--- config.mk ---
export PLATFORM = sky130hd
export DESIGN_NAME = dpc_port_ctrl
export DESIGN_NICKNAME = d
export VERILOG_FILES = /design/src/rtl/dpc_pkg.sv /design/src/rtl/dpc_pins_if.sv /design/src/rtl/dpc_pin_stage.sv /design/src/rtl/dpc_port_ctrl.sv
export SDC_FILE = /design/constraint.sdc
export NUM_CORES = 1
export LEC_CHECK = 0
export BUFFER_PORTS_ARGS = -buffer_cell sky130_fd_sc_hd__buf_2
export CORE_MARGIN = 2
export CORE_UTILIZATION = 49
export DETAILED_ROUTE_END_ITERATION = 16
export PLACE_DENSITY = 0.89
export SYNTH_ARGS = -nofsm -noshare
export SYNTH_HDL_FRONTEND = slang
export SYNTH_HIERARCHICAL = 1
export SYNTH_SLANG_ARGS = --single-unit
--- constraint.sdc ---
create_clock -name mclk_i -period 8.7 [get_ports mclk_i]
set_input_delay 0.435 -clock mclk_i [delete_from_list [all_inputs] [get_ports mclk_i]]
set_output_delay 0.435 -clock mclk_i [all_outputs]
set_load 0.02 [all_outputs]
--- src/rtl/dpc_pkg.sv ---
// Package of constants, types and timing counts for the dual-port memory port controller.
package dpc_pkg;

    // Pin widths of one memory port.
    localparam int ADDR_W = 16;
    localparam int DATA_W = 18;

    // Mailbox addresses of the two ports.
    localparam logic [ADDR_W-1:0] MBOX_LEFT_ADDR  = 16'hFFFE;
    localparam logic [ADDR_W-1:0] MBOX_RIGHT_ADDR = 16'hFFFF;

    // Semaphore request and release values on data bit zero.
    localparam logic SEM_REQUEST = 1'b0;
    localparam logic SEM_RELEASE = 1'b1;
    localparam int   SEM_BIT     = 0;

    // Clock period and timing figures of the slower grade, in nanoseconds.
    localparam int CLK_PERIOD_NS   = 10;
    localparam int ENABLE_WRITE_NS = 15;  // Select to end of write.
    localparam int WRITE_PULSE_NS  = 15;  // Least strobe width.
    localparam int OUT_OFF_NS      = 10;  // Output off after strobe falls.
    localparam int DATA_SETUP_NS   = 15;  // Data valid to end of write.
    localparam int WRITE_HOLD_NS   = 15;  // write_hold_after_collision.
    localparam int READ_ACCESS_NS  = 20;  // Access time of a read.
    localparam int PORT_DELAY_NS   = 45;  // Write pulse to far-side data.

    // Round a least time up to whole cycles, never below one.
    function automatic int ns_to_cyc(input int ns);
        int c;
        c = (ns + CLK_PERIOD_NS - 1) / CLK_PERIOD_NS;
        return (c < 1) ? 1 : c;
    endfunction

    // Cycle counts derived from the figures above.
    localparam int WP_OE_NS      = (OUT_OFF_NS + DATA_SETUP_NS > WRITE_PULSE_NS)
                                   ? OUT_OFF_NS + DATA_SETUP_NS : WRITE_PULSE_NS;
    localparam int WP_CYC        = ns_to_cyc(WRITE_PULSE_NS);
    localparam int WP_OE_CYC     = ns_to_cyc(WP_OE_NS);
    localparam int EW_CYC        = ns_to_cyc(ENABLE_WRITE_NS);
    localparam int WH_CYC        = ns_to_cyc(WRITE_HOLD_NS);
    localparam int RD_CYC        = ns_to_cyc(READ_ACCESS_NS);
    localparam int PD_CYC        = ns_to_cyc(PORT_DELAY_NS);
    localparam int CNT_W         = 4;

    // Kinds of access that the user side can ask for.
    typedef enum logic [1:0] {
        DPC_OP_RD     = 2'b00,
        DPC_OP_WR     = 2'b01,
        DPC_OP_SEM_RD = 2'b10,
        DPC_OP_SEM_WR = 2'b11
    } dpc_op_t;

endpackage

--- src/rtl/dpc_pins_if.sv ---
// Interface carrying the drive of one memory port from the sequencer to the pin stage.
`timescale 1ns/1ps
`default_nettype none
interface dpc_pins_if;
    import dpc_pkg::*;
    logic              sel_n;     // Chip select, active low.
    logic              rw_n;      // Write strobe, low writes.
    logic              oe_n;      // Output enable, active low.
    logic              sem_n;     // Semaphore select, active low.
    logic              bytes_n;   // Both byte selects, active low.
    logic [ADDR_W-1:0] addr;      // Address.
    logic [DATA_W-1:0] wdata;     // Write data.
    logic              drive;     // Host drives the data lines.
    modport src (output sel_n, rw_n, oe_n, sem_n, bytes_n, addr, wdata, drive);
    modport dst (input  sel_n, rw_n, oe_n, sem_n, bytes_n, addr, wdata, drive);
endinterface
`default_nettype wire

--- src/rtl/dpc_pin_stage.sv ---
// Output register stage that drives one memory port's pins from the sequencer.
`timescale 1ns/1ps
`default_nettype none
module dpc_pin_stage
    import dpc_pkg::*;
(
    // Clock and reset.
    input  wire logic              mclk_i,
    input  wire logic              rst_n_i,
    // Drive from the sequencer.
    dpc_pins_if.dst                pins,
    // Memory port pins.
    output var  logic              ce_n_o,
    output var  logic              rw_n_o,
    output var  logic              oe_n_o,
    output var  logic              semaphore_select_n_o,
    output var  logic              upper_byte_select_n_o,
    output var  logic              lower_byte_select_n_o,
    output var  logic [ADDR_W-1:0] addr_o,
    output var  logic [DATA_W-1:0] data_o,
    output var  logic              data_oe_o
);

    // All pin state kept in one register so every pin switches on the same edge.
    typedef struct packed {
        logic              ce_n;
        logic              rw_n;
        logic              oe_n;
        logic              sem_n;
        logic              bytes_n;
        logic [ADDR_W-1:0] addr;
        logic [DATA_W-1:0] data;
        logic              data_oe;
    } dpc_pin_state_t;

    dpc_pin_state_t st_reg;   // Registered pin state.
    dpc_pin_state_t st_next;  // Next pin state.

    // Copy the sequencer drive; registering avoids glitches on the strobes.
    always_comb begin
        st_next         = st_reg;
        st_next.ce_n    = pins.sel_n;
        st_next.rw_n    = pins.rw_n;
        st_next.oe_n    = pins.oe_n;
        st_next.sem_n   = pins.sem_n;
        st_next.bytes_n = pins.bytes_n;
        st_next.addr    = pins.addr;
        st_next.data    = pins.wdata;
        st_next.data_oe = pins.drive;
    end

    // Reset parks every select inactive and the data bus released.
    always_ff @(posedge mclk_i or negedge rst_n_i) begin
        if (!rst_n_i) begin
            st_reg <= '{ce_n: 1'b1, rw_n: 1'b1, oe_n: 1'b1, sem_n: 1'b1,
                        bytes_n: 1'b1, addr: '0, data: '0, data_oe: 1'b0};
        end else begin
            st_reg <= st_next;
        end
    end

    assign ce_n_o                = st_reg.ce_n;
    assign rw_n_o                = st_reg.rw_n;
    assign oe_n_o                = st_reg.oe_n;
    assign semaphore_select_n_o  = st_reg.sem_n;
    assign upper_byte_select_n_o = st_reg.bytes_n;
    assign lower_byte_select_n_o = st_reg.bytes_n;
    assign addr_o                = st_reg.addr;
    assign data_o                = st_reg.data;
    assign data_oe_o             = st_reg.data_oe;

endmodule
`default_nettype wire

--- src/rtl/dpc_port_ctrl.sv ---
// Host-side controller that runs reads, writes and semaphore accesses on one memory port.
`timescale 1ns/1ps
`default_nettype none
module dpc_port_ctrl
    import dpc_pkg::*;
(
    // Clock and reset.
    input  wire logic              mclk_i,
    input  wire logic              arst_n_i,
    // User request side.
    input  wire logic              req_valid_i,
    output logic                   req_ready_o,
    input  wire dpc_op_t           req_op_i,
    input  wire logic [ADDR_W-1:0] req_addr_i,
    input  wire logic [DATA_W-1:0] req_wdata_i,
    // User answer side.
    output var  logic              rsp_valid_o,
    output var  logic [DATA_W-1:0] rsp_rdata_o,
    output var  logic              rsp_sem_owned_o,
    // Mailbox and collision flags from the memory port.
    input  wire logic              busy_n_i,
    input  wire logic              int_n_i,
    output var  logic              mbox_pending_o,
    // Memory port pins.
    output var  logic              ce_n_o,
    output var  logic              rw_n_o,
    output var  logic              oe_n_o,
    output var  logic              semaphore_select_n_o,
    output var  logic              upper_byte_select_n_o,
    output var  logic              lower_byte_select_n_o,
    output var  logic [ADDR_W-1:0] addr_o,
    output var  logic [DATA_W-1:0] data_o,
    output var  logic              data_oe_o,
    input  wire logic [DATA_W-1:0] data_i
);

    // Sequencer states.
    typedef enum logic [2:0] {
        DPC_IDLE   = 3'b000,
        DPC_SETUP  = 3'b001,
        DPC_STROBE = 3'b010,
        DPC_HOLD   = 3'b011,
        DPC_READ   = 3'b100,
        DPC_DONE   = 3'b101
    } dpc_state_t;

    // Whole controller state in one struct.
    typedef struct packed {
        dpc_state_t        state;
        dpc_op_t           op;
        logic [ADDR_W-1:0] addr;
        logic [DATA_W-1:0] wdata;
        logic [CNT_W-1:0]  cnt;
        logic              rsp_valid;
        logic [DATA_W-1:0] rdata;
        logic              sem_owned;
    } dpc_ctrl_t;

    dpc_ctrl_t  c_reg;        // Registered state.
    dpc_ctrl_t  c_next;       // Next state.
    logic       rst_s1_reg;   // Reset release, first stage.
    logic       rst_n_reg;    // Reset release, second stage, used everywhere.
    logic       is_sem;       // Current access targets a semaphore.
    logic       is_wr;        // Current access writes.

    dpc_pins_if pins ();

    // Release the asynchronous reset through two flip-flops.
    always_ff @(posedge mclk_i or negedge arst_n_i) begin
        if (!arst_n_i) begin
            rst_s1_reg <= 1'b0;
            rst_n_reg  <= 1'b0;
        end else begin
            rst_s1_reg <= 1'b1;
            rst_n_reg  <= rst_s1_reg;
        end
    end

    // Operation code bit one selects the semaphore, bit zero a write.
    assign is_sem = c_reg.op[1];
    assign is_wr  = c_reg.op[0];

    // Truncate a cycle count to the counter width.
    function automatic logic [CNT_W-1:0] cyc(input int n);
        return CNT_W'(n);
    endfunction

    // Sequencer: setup with strobes idle, strobe, then hold on writes or read sample on reads.
    always_comb begin
        c_next           = c_reg;
        c_next.rsp_valid = 1'b0;
        unique case (c_reg.state)
            DPC_IDLE: begin
                // Address is latched only while every strobe is idle.
                if (req_valid_i) begin
                    c_next.op    = req_op_i;
                    c_next.addr  = req_addr_i;
                    c_next.wdata = req_wdata_i;
                    c_next.cnt   = '0;
                    c_next.state = DPC_SETUP;
                end
            end
            DPC_SETUP: begin
                // One cycle of address setup before any select falls.
                c_next.cnt   = '0;
                c_next.state = DPC_STROBE;
            end
            DPC_STROBE: begin
                c_next.cnt = c_reg.cnt + cyc(1);
                if (is_wr) begin
                    // Pulse length rule.
                    // Output enable is held high on writes, so the plain pulse suffices.
                    if (c_reg.cnt + cyc(1) >= cyc((WP_CYC > EW_CYC) ? WP_CYC : EW_CYC)) begin
                        // Wait on collision.
                        // A low collision flag means our write is parked inside the device.
                        if (busy_n_i) begin
                            c_next.state = DPC_HOLD;
                            c_next.cnt   = '0;
                        end
                    end
                end else if (c_reg.cnt + cyc(1) >= cyc(RD_CYC)) begin
                    c_next.state = DPC_READ;
                end
            end
            DPC_HOLD: begin
                // Hold after flag.
                // Keep the strobe low after the flag rises so the deferred write lands.
                c_next.cnt = c_reg.cnt + cyc(1);
                if (!busy_n_i) begin
                    c_next.cnt = '0;
                end else if (c_reg.cnt + cyc(1) >= cyc(WH_CYC)) begin
                    c_next.state = DPC_DONE;
                end
            end
            DPC_READ: begin
                // Read after release.
                // A read that met a collision waits out the far write before sampling.
                if (busy_n_i) begin
                    c_next.rdata = data_i;
                    // Semaphore readback.
                    // Bit zero carries the semaphore; all lines show the same value.
                    if (is_sem) begin
                        c_next.sem_owned = (data_i[SEM_BIT] == SEM_REQUEST);
                    end
                    c_next.state = DPC_DONE;
                end
            end
            DPC_DONE: begin
                // Strobes are idle here, giving write recovery before the next access.
                c_next.rsp_valid = 1'b1;
                c_next.state     = DPC_IDLE;
            end
            default: begin
                c_next.state = DPC_IDLE;
            end
        endcase
    end

    // State register.
    always_ff @(posedge mclk_i or negedge rst_n_reg) begin
        if (!rst_n_reg) begin
            c_reg <= '{state: DPC_IDLE, op: DPC_OP_RD, addr: '0, wdata: '0,
                       cnt: '0, rsp_valid: 1'b0, rdata: '0, sem_owned: 1'b0};
        end else begin
            c_reg <= c_next;
        end
    end

    // Drive for the pin stage.
    always_comb begin
        pins.sel_n   = 1'b1;
        pins.rw_n    = 1'b1;
        pins.oe_n    = 1'b1;
        pins.sem_n   = 1'b1;
        pins.bytes_n = 1'b1;
        pins.addr    = c_reg.addr;
        pins.drive   = 1'b0;
        // Semaphore write data.
        // Semaphore writes carry the request or release on data bit zero.
        pins.wdata   = c_reg.wdata;
        if (c_reg.state == DPC_STROBE || c_reg.state == DPC_HOLD ||
            c_reg.state == DPC_READ) begin
            // Exclusive select.
            // Array uses chip select; semaphore uses its own select with chip select high.
            pins.sel_n   = is_sem;
            pins.sem_n   = !is_sem;
            pins.bytes_n = 1'b0;
            pins.rw_n    = !is_wr;
            pins.oe_n    = is_wr;
            pins.drive   = is_wr;
        end
    end

    dpc_pin_stage u_pins (
        .mclk_i                (mclk_i),
        .rst_n_i               (rst_n_reg),
        .pins                  (pins),
        .ce_n_o                (ce_n_o),
        .rw_n_o                (rw_n_o),
        .oe_n_o                (oe_n_o),
        .semaphore_select_n_o  (semaphore_select_n_o),
        .upper_byte_select_n_o (upper_byte_select_n_o),
        .lower_byte_select_n_o (lower_byte_select_n_o),
        .addr_o                (addr_o),
        .data_o                (data_o),
        .data_oe_o             (data_oe_o)
    );

    // Requests are refused until the reset copy is released; a request taken while
    // the state register is still held would be lost and never answered.
    assign req_ready_o     = rst_n_reg && (c_reg.state == DPC_IDLE);
    // Answer outputs come straight from the state register.
    assign rsp_valid_o     = c_reg.rsp_valid;
    assign rsp_rdata_o     = c_reg.rdata;
    assign rsp_sem_owned_o = c_reg.sem_owned;
    // The mailbox flag passes through; the memory clears it when we read the mailbox.
    assign mbox_pending_o  = !int_n_i;

endmodule
`default_nettype wire

**After elaboration in Yosys (flattened, before gate mapping)**

Index checks and enable logic that the tools add are counted.

- Flip-flop bits (word level): 105
- Input bits: 59
- Output and inout bits: 63
- Word-level logic and storage cells: 66

- $add $sub $neg: 1
- Magnitude comparators: 1
- Equal/unequal tests: 11
- Muxes and demuxes: 21
- Bitwise operators: 1
- Reduce and logical (&&, ||, !) cells: 13

Operators by type and width:

| kind | number |
|---|---|
| $mux W43 | 1 |
| $mux W3 | 7 |
| $mux W4 | 4 |
| $pmux W4 S4 | 1 |
| $pmux W3 S5 | 1 |
| $ne A2 B2 Y1 const B | 5 |
| $mux W1 | 7 |
| $eq A3 B2 Y1 const B | 2 |
| $eq A3 B3 Y1 const B | 2 |
| $reduce_and A2 Y1 | 3 |
| $reduce_and A6 Y1 | 1 |
| $add A4 B1 Y4 const B | 1 |
| $ge A4 B2 Y1 const B | 1 |
| $reduce_bool A4 Y1 | 1 |
| $eq A3 B1 Y1 const B | 1 |
| $logic_not A1 Y1 | 3 |
| $logic_not A3 Y1 | 1 |
| $ne A3 B3 Y1 const B | 1 |
| $reduce_and A3 Y1 | 1 |
| $logic_or A1 B1 Y1 | 2 |
| $logic_and A1 B1 Y1 | 1 |
| $not A1 Y1 | 1 |

**Depth between registers and ports, before layout**

- Depth after elaboration: 5
- Depth in mapped cells: 7
- Gate-level depth less buffers: 6

**Cells and area by module**

Netlist, hierarchy kept.

By module, submodules not included:

| module | times used | cells each | area an instance (um2) | sequential area each (um2) |
|---|---|---|---|---|
| dpc_port_ctrl | 1 | 207 | 3037.9 | 1626.6 |
| dpc_pin_stage | 1 | 41 | 1014.7 | 1007.2 |

**Worst setup path before layout**

No wires, ideal clock.

- Path type: register to output
- Start: reg rst_n_reg
- End: out req_ready_o
- Arrival time: 2.991 ns
- Data required time: 8.265 ns
- Setup slack: 5.274 ns
- Cell stages (with the launch flop): 2
- Path buffers: 0
- Cell sequence: dfrtp_1 > and2_1

- Longest elaborated chain between the ends: 1

Ends and longest elaborated chain:

| element | RTL line | source |
|---|---|---|
| from (decl) | dpc_port_ctrl.sv:62 | `logic rst_n_reg;` |
| from (signal assigned) | dpc_port_ctrl.sv:75 | `rst_n_reg <= rst_s1_reg;` |
| $logic_and A1 B1 Y1 | dpc_port_ctrl.sv:211 | `assign req_ready_o = rst_n_reg && (c_reg.state == DPC_IDLE);` |
| to (decl) | dpc_port_ctrl.sv:12 | `output logic req_ready_o,` |

Every way passes these cells.

**Worst setup path in the final report**

- Start: reg c_reg[62] (netlist name)
- End: reg c_reg (netlist bit pins.addr[7])

- Longest elaborated chain between the ends: 2

Ends and longest elaborated chain:

| element | RTL line | source |
|---|---|---|
| from (decl) | dpc_port_ctrl.sv:59 | `dpc_ctrl_t c_reg;` |
| from (signal assigned) | dpc_port_ctrl.sv:162 | `c_reg <= '{state: DPC_IDLE, op: DPC_OP_RD, addr: '0, wdata: '0,` |
| from (signal assigned) | dpc_port_ctrl.sv:165 | `c_reg <= c_next;` |
| $logic_not A3 Y1 | dpc_port_ctrl.sv:92 | `unique case (c_reg.state)` |
| $reduce_and A2 Y1 (no source line) | - |  |

Every way passes these cells.
A chain may end at the register's enable or synchronous reset.

==> impl_metrics.py <==
metrics = {
    "sta": {
        "hold_viol_final": 0,
        "slew_viol_final": 0,
        "fin_setup_tns_ns": 0,
        "fin_skew_ns": 0.00904,
        "max_freq_mhz": 437,
        "period_needed_ns": 2.29,
        "finalCritPeriodShare_pct": 26.3,
        "rsz0062_at_grt": "no",
        "final-setup-viol-count": 0,
        "holdWs_ns": 0.289,
        "maxSlewHeadroom_pct": 23.2,
        "tightestPinTransition_ns": 1.15,
    },
    "floorplan": {
        "num_rows": 33,
        "die_y_um": 94.9,
        "die_width_um": 94.9,
        "core_area_mm2": 0.00813,
        "design.die.area_mm2": 0.00901,
        "start_util_pct": 49.8,
        "ioPinCount": 122,
    },
    "layout": {
        "drive_above_1_share_pct": 56.5,
        "stdcell_area_mm2": 0.00472,
        "fill_cells": 656,
        "final_cell_count_no_fill": 464,
        "area_growth_pct": 16.4,
        "antennaDiodeCount": 0,
        "num-nets-final": 415,
    },
    "hold_path": {
        "hp-class": "in -> reg",
    },
    "drt": {
        "num_vias": 2283,
        "wl_mm": 7.12,
        "drt-pass1-iter-count": 4,
        "avgRoutedWirePerCell_um": 15.3,
        "viasPerCell": 4.92,
        "ant_nets": 0,
        "drc": 0,
        "drtIter0Drc": 98,
    },
    "grt": {
        "grt_antenna_before_repair": 0,
        "grt_util_all_layers_pct": 16.2,
        "overflow": 0,
        "grt_pass1_vias": 2271,
        "grt_pass1_wl_mm": 10.9,
        "grt_max_degree": 55,
    },
    "clock_tree": {
        "cts_root_buf": "clkbuf_8",
        "clkSinkCount": 105,
        "hold_buffers": 1,
        "cts_setup_buffers": 0,
        "cts_tree": "done",
        "cts_resized": 0,
        "path_clk_slew_ns": 0.10,
        "clock_path_buffers": 2,
        "htree_levels": 3,
        "cts_buffers": 9,
        "clock_latency_ns": 0.35,
    },
    "worst_setup_path": {
        "worstPathRequired_ns": 8.94,
        "worst-path-max-fanout": 36,
        "end_kind": "flop",
        "crit_type": "reg -> reg",
        "startpoint_type": "flop",
        "crit_family": "simple AND/OR/NAND/NOR gates",
        "crit_arrival_ns": 2.53,
        "slowest_delay_ns": 0.93,
        "critPathBufInv": 0,
        "crit_chain": "nor3_1, and2_2, mux2_2",
        "crit_slowest_cell": "and2_2",
    },
    "synth": {
        "ys_seq_area_share_pct": 65.0,
        "synthFlopType": "dfrtp_1",
        "synth_cell_types": 45,
        "synth_edf_count": 0,
        "synth_top_cell_area_share_pct": 61.7,
        "async_flop_share_pct": 100,
        "postSynthAreaPerCell_um2": 16.3,
        "ys_ff_latch": 105,
        "synth_warnings": 6,
        "netlist_top_cells_area": "dfrtp_1 (62%), mux2_4 (14%), mux2_2 (4.2%)",
        "synth_top_cell_by_area": "dfrtp_1",
        "synth_area_mm2": 0.00405,
        "syn_inst": 248,
        "synth_nets": 309,
    },
    "power_and_ir_drop": {
        "peakVddDrop_mv": 0.195,
        "p_per_area_mw_per_mm2": 392,
        "p_leak_uw": 0.00232,
    },
    "placement": {
        "dp_hpwl_mm": 5.01,
        "dpl.cell_count": 447,
        "routabilityCongestion": 0.860,
        "dpl-instance-area_mm2": 0.00454,
        "place.port_buffers": 121,
    },
    "run": {
        "max_cap_violations": 0,
    },
    "status": {
        "status": "completed",
    },
}
## final timing paths
kind	startpoint	endpoint	slack (ns)	cells past startpoint
worst max register to register	c_reg[62]	pins.addr[7]	6.41	3
min in group asynchronous	rst_n_reg	c_reg[22]	0.33	0
worst max-delay path	c_reg[62]	pins.addr[7]	6.41	3
worst min-delay path	data_i[0]	rsp_sem_owned_o	0.29	2
max in group asynchronous	rst_n_reg	u_pins/addr_o[11]	7.26	1
worst min register to register	rst_n_reg	c_reg[22]	0.33	0
## power breakdown
| group | switching (µW) | total [µW] | internal, µW |
|---|---|---|---|
| combinational | 380 | 726 | 347 |
| sequential | 127 | 855 | 728 |
| clock | 160 | 267 | 106 |
## metal layers
layer	GRT usage, %	wire length (µm)	vias to the layer above
met4	4.47	90	0
met3	6.07	516	8
li1	-	-	1039
met2	27.7	3740	94
met1	19.1	2780	1142
met5	0	0	-
## cell families (layout without fill, tap and decap cells)
group	after synthesis	in the layout	synth area share (%)
XOR/XNOR	1	1	0.216
other	1	1	0.0925
multiplexers	56	56	19.1
AND/OR/NAND/NOR	33	33	5.16
flip-flops	105	105	65.0
AO/OA/AOI/OAI	17	17	2.78
buffers and inverters	33	144	7.04
adder cells (fa/ha/maj)	2	2	0.617
## cell type report
class	instances	area (µm²)	share of cell area, %
inverter	5	18.8	0.398
multi-input combinational	110	1130	24.1
clock buffer	11	131	2.78
tap	105	131	2.78
clock inverter	5	41.3	0.875
timing repair buffer	123	623	13.2
sequential	105	2640	55.9
## cell usage in the layout, fill, tap and decap left out, types with 3 or more instances in the layout
| cell type | count |
|---|---|
| mux2_2 | 15 |
| dfstp_2 | 5 |
| nor2_1 | 3 |
| clkbuf_8 | 9 |
| mux2_4 | 39 |
| a21oi_1 | 4 |
| dfrtp_1 | 99 |
| clkinvlp_4 | 4 |
| nand2b_1 | 3 |
| buf_2 | 121 |
| inv_1 | 5 |
| nand2_1 | 5 |
## cells in the mapped netlist (2+ instances only)
library cell	count
a31oi_1	2
nand3_1	2
mux2_4	39
mux2_2	15
nor3_1	2
buf_12	3
nor2b_1	2
buf_6	4
nand2b_1	3
mux2i_1	2
o21ai_0	2
inv_1	5
dfstp_2	5
o22ai_1	2
ha_1	2
buf_4	19
dfrtp_1	100
nand2_1	5
a21oi_1	4
and2_1	3
nor2_1	3
## metrics by stage
stage	power, µW	setup slack [ns]	utilization, %
after CTS	1870	6.41	58.0
final	1850	6.41	58.0
after detailed placement	1600	6.43	55.8
after floorplan	1450	5.27	-
after global placement	1560	6.47	55.8
after global routing	1970	6.24	58.0
(Power assumes the default switching activity.)
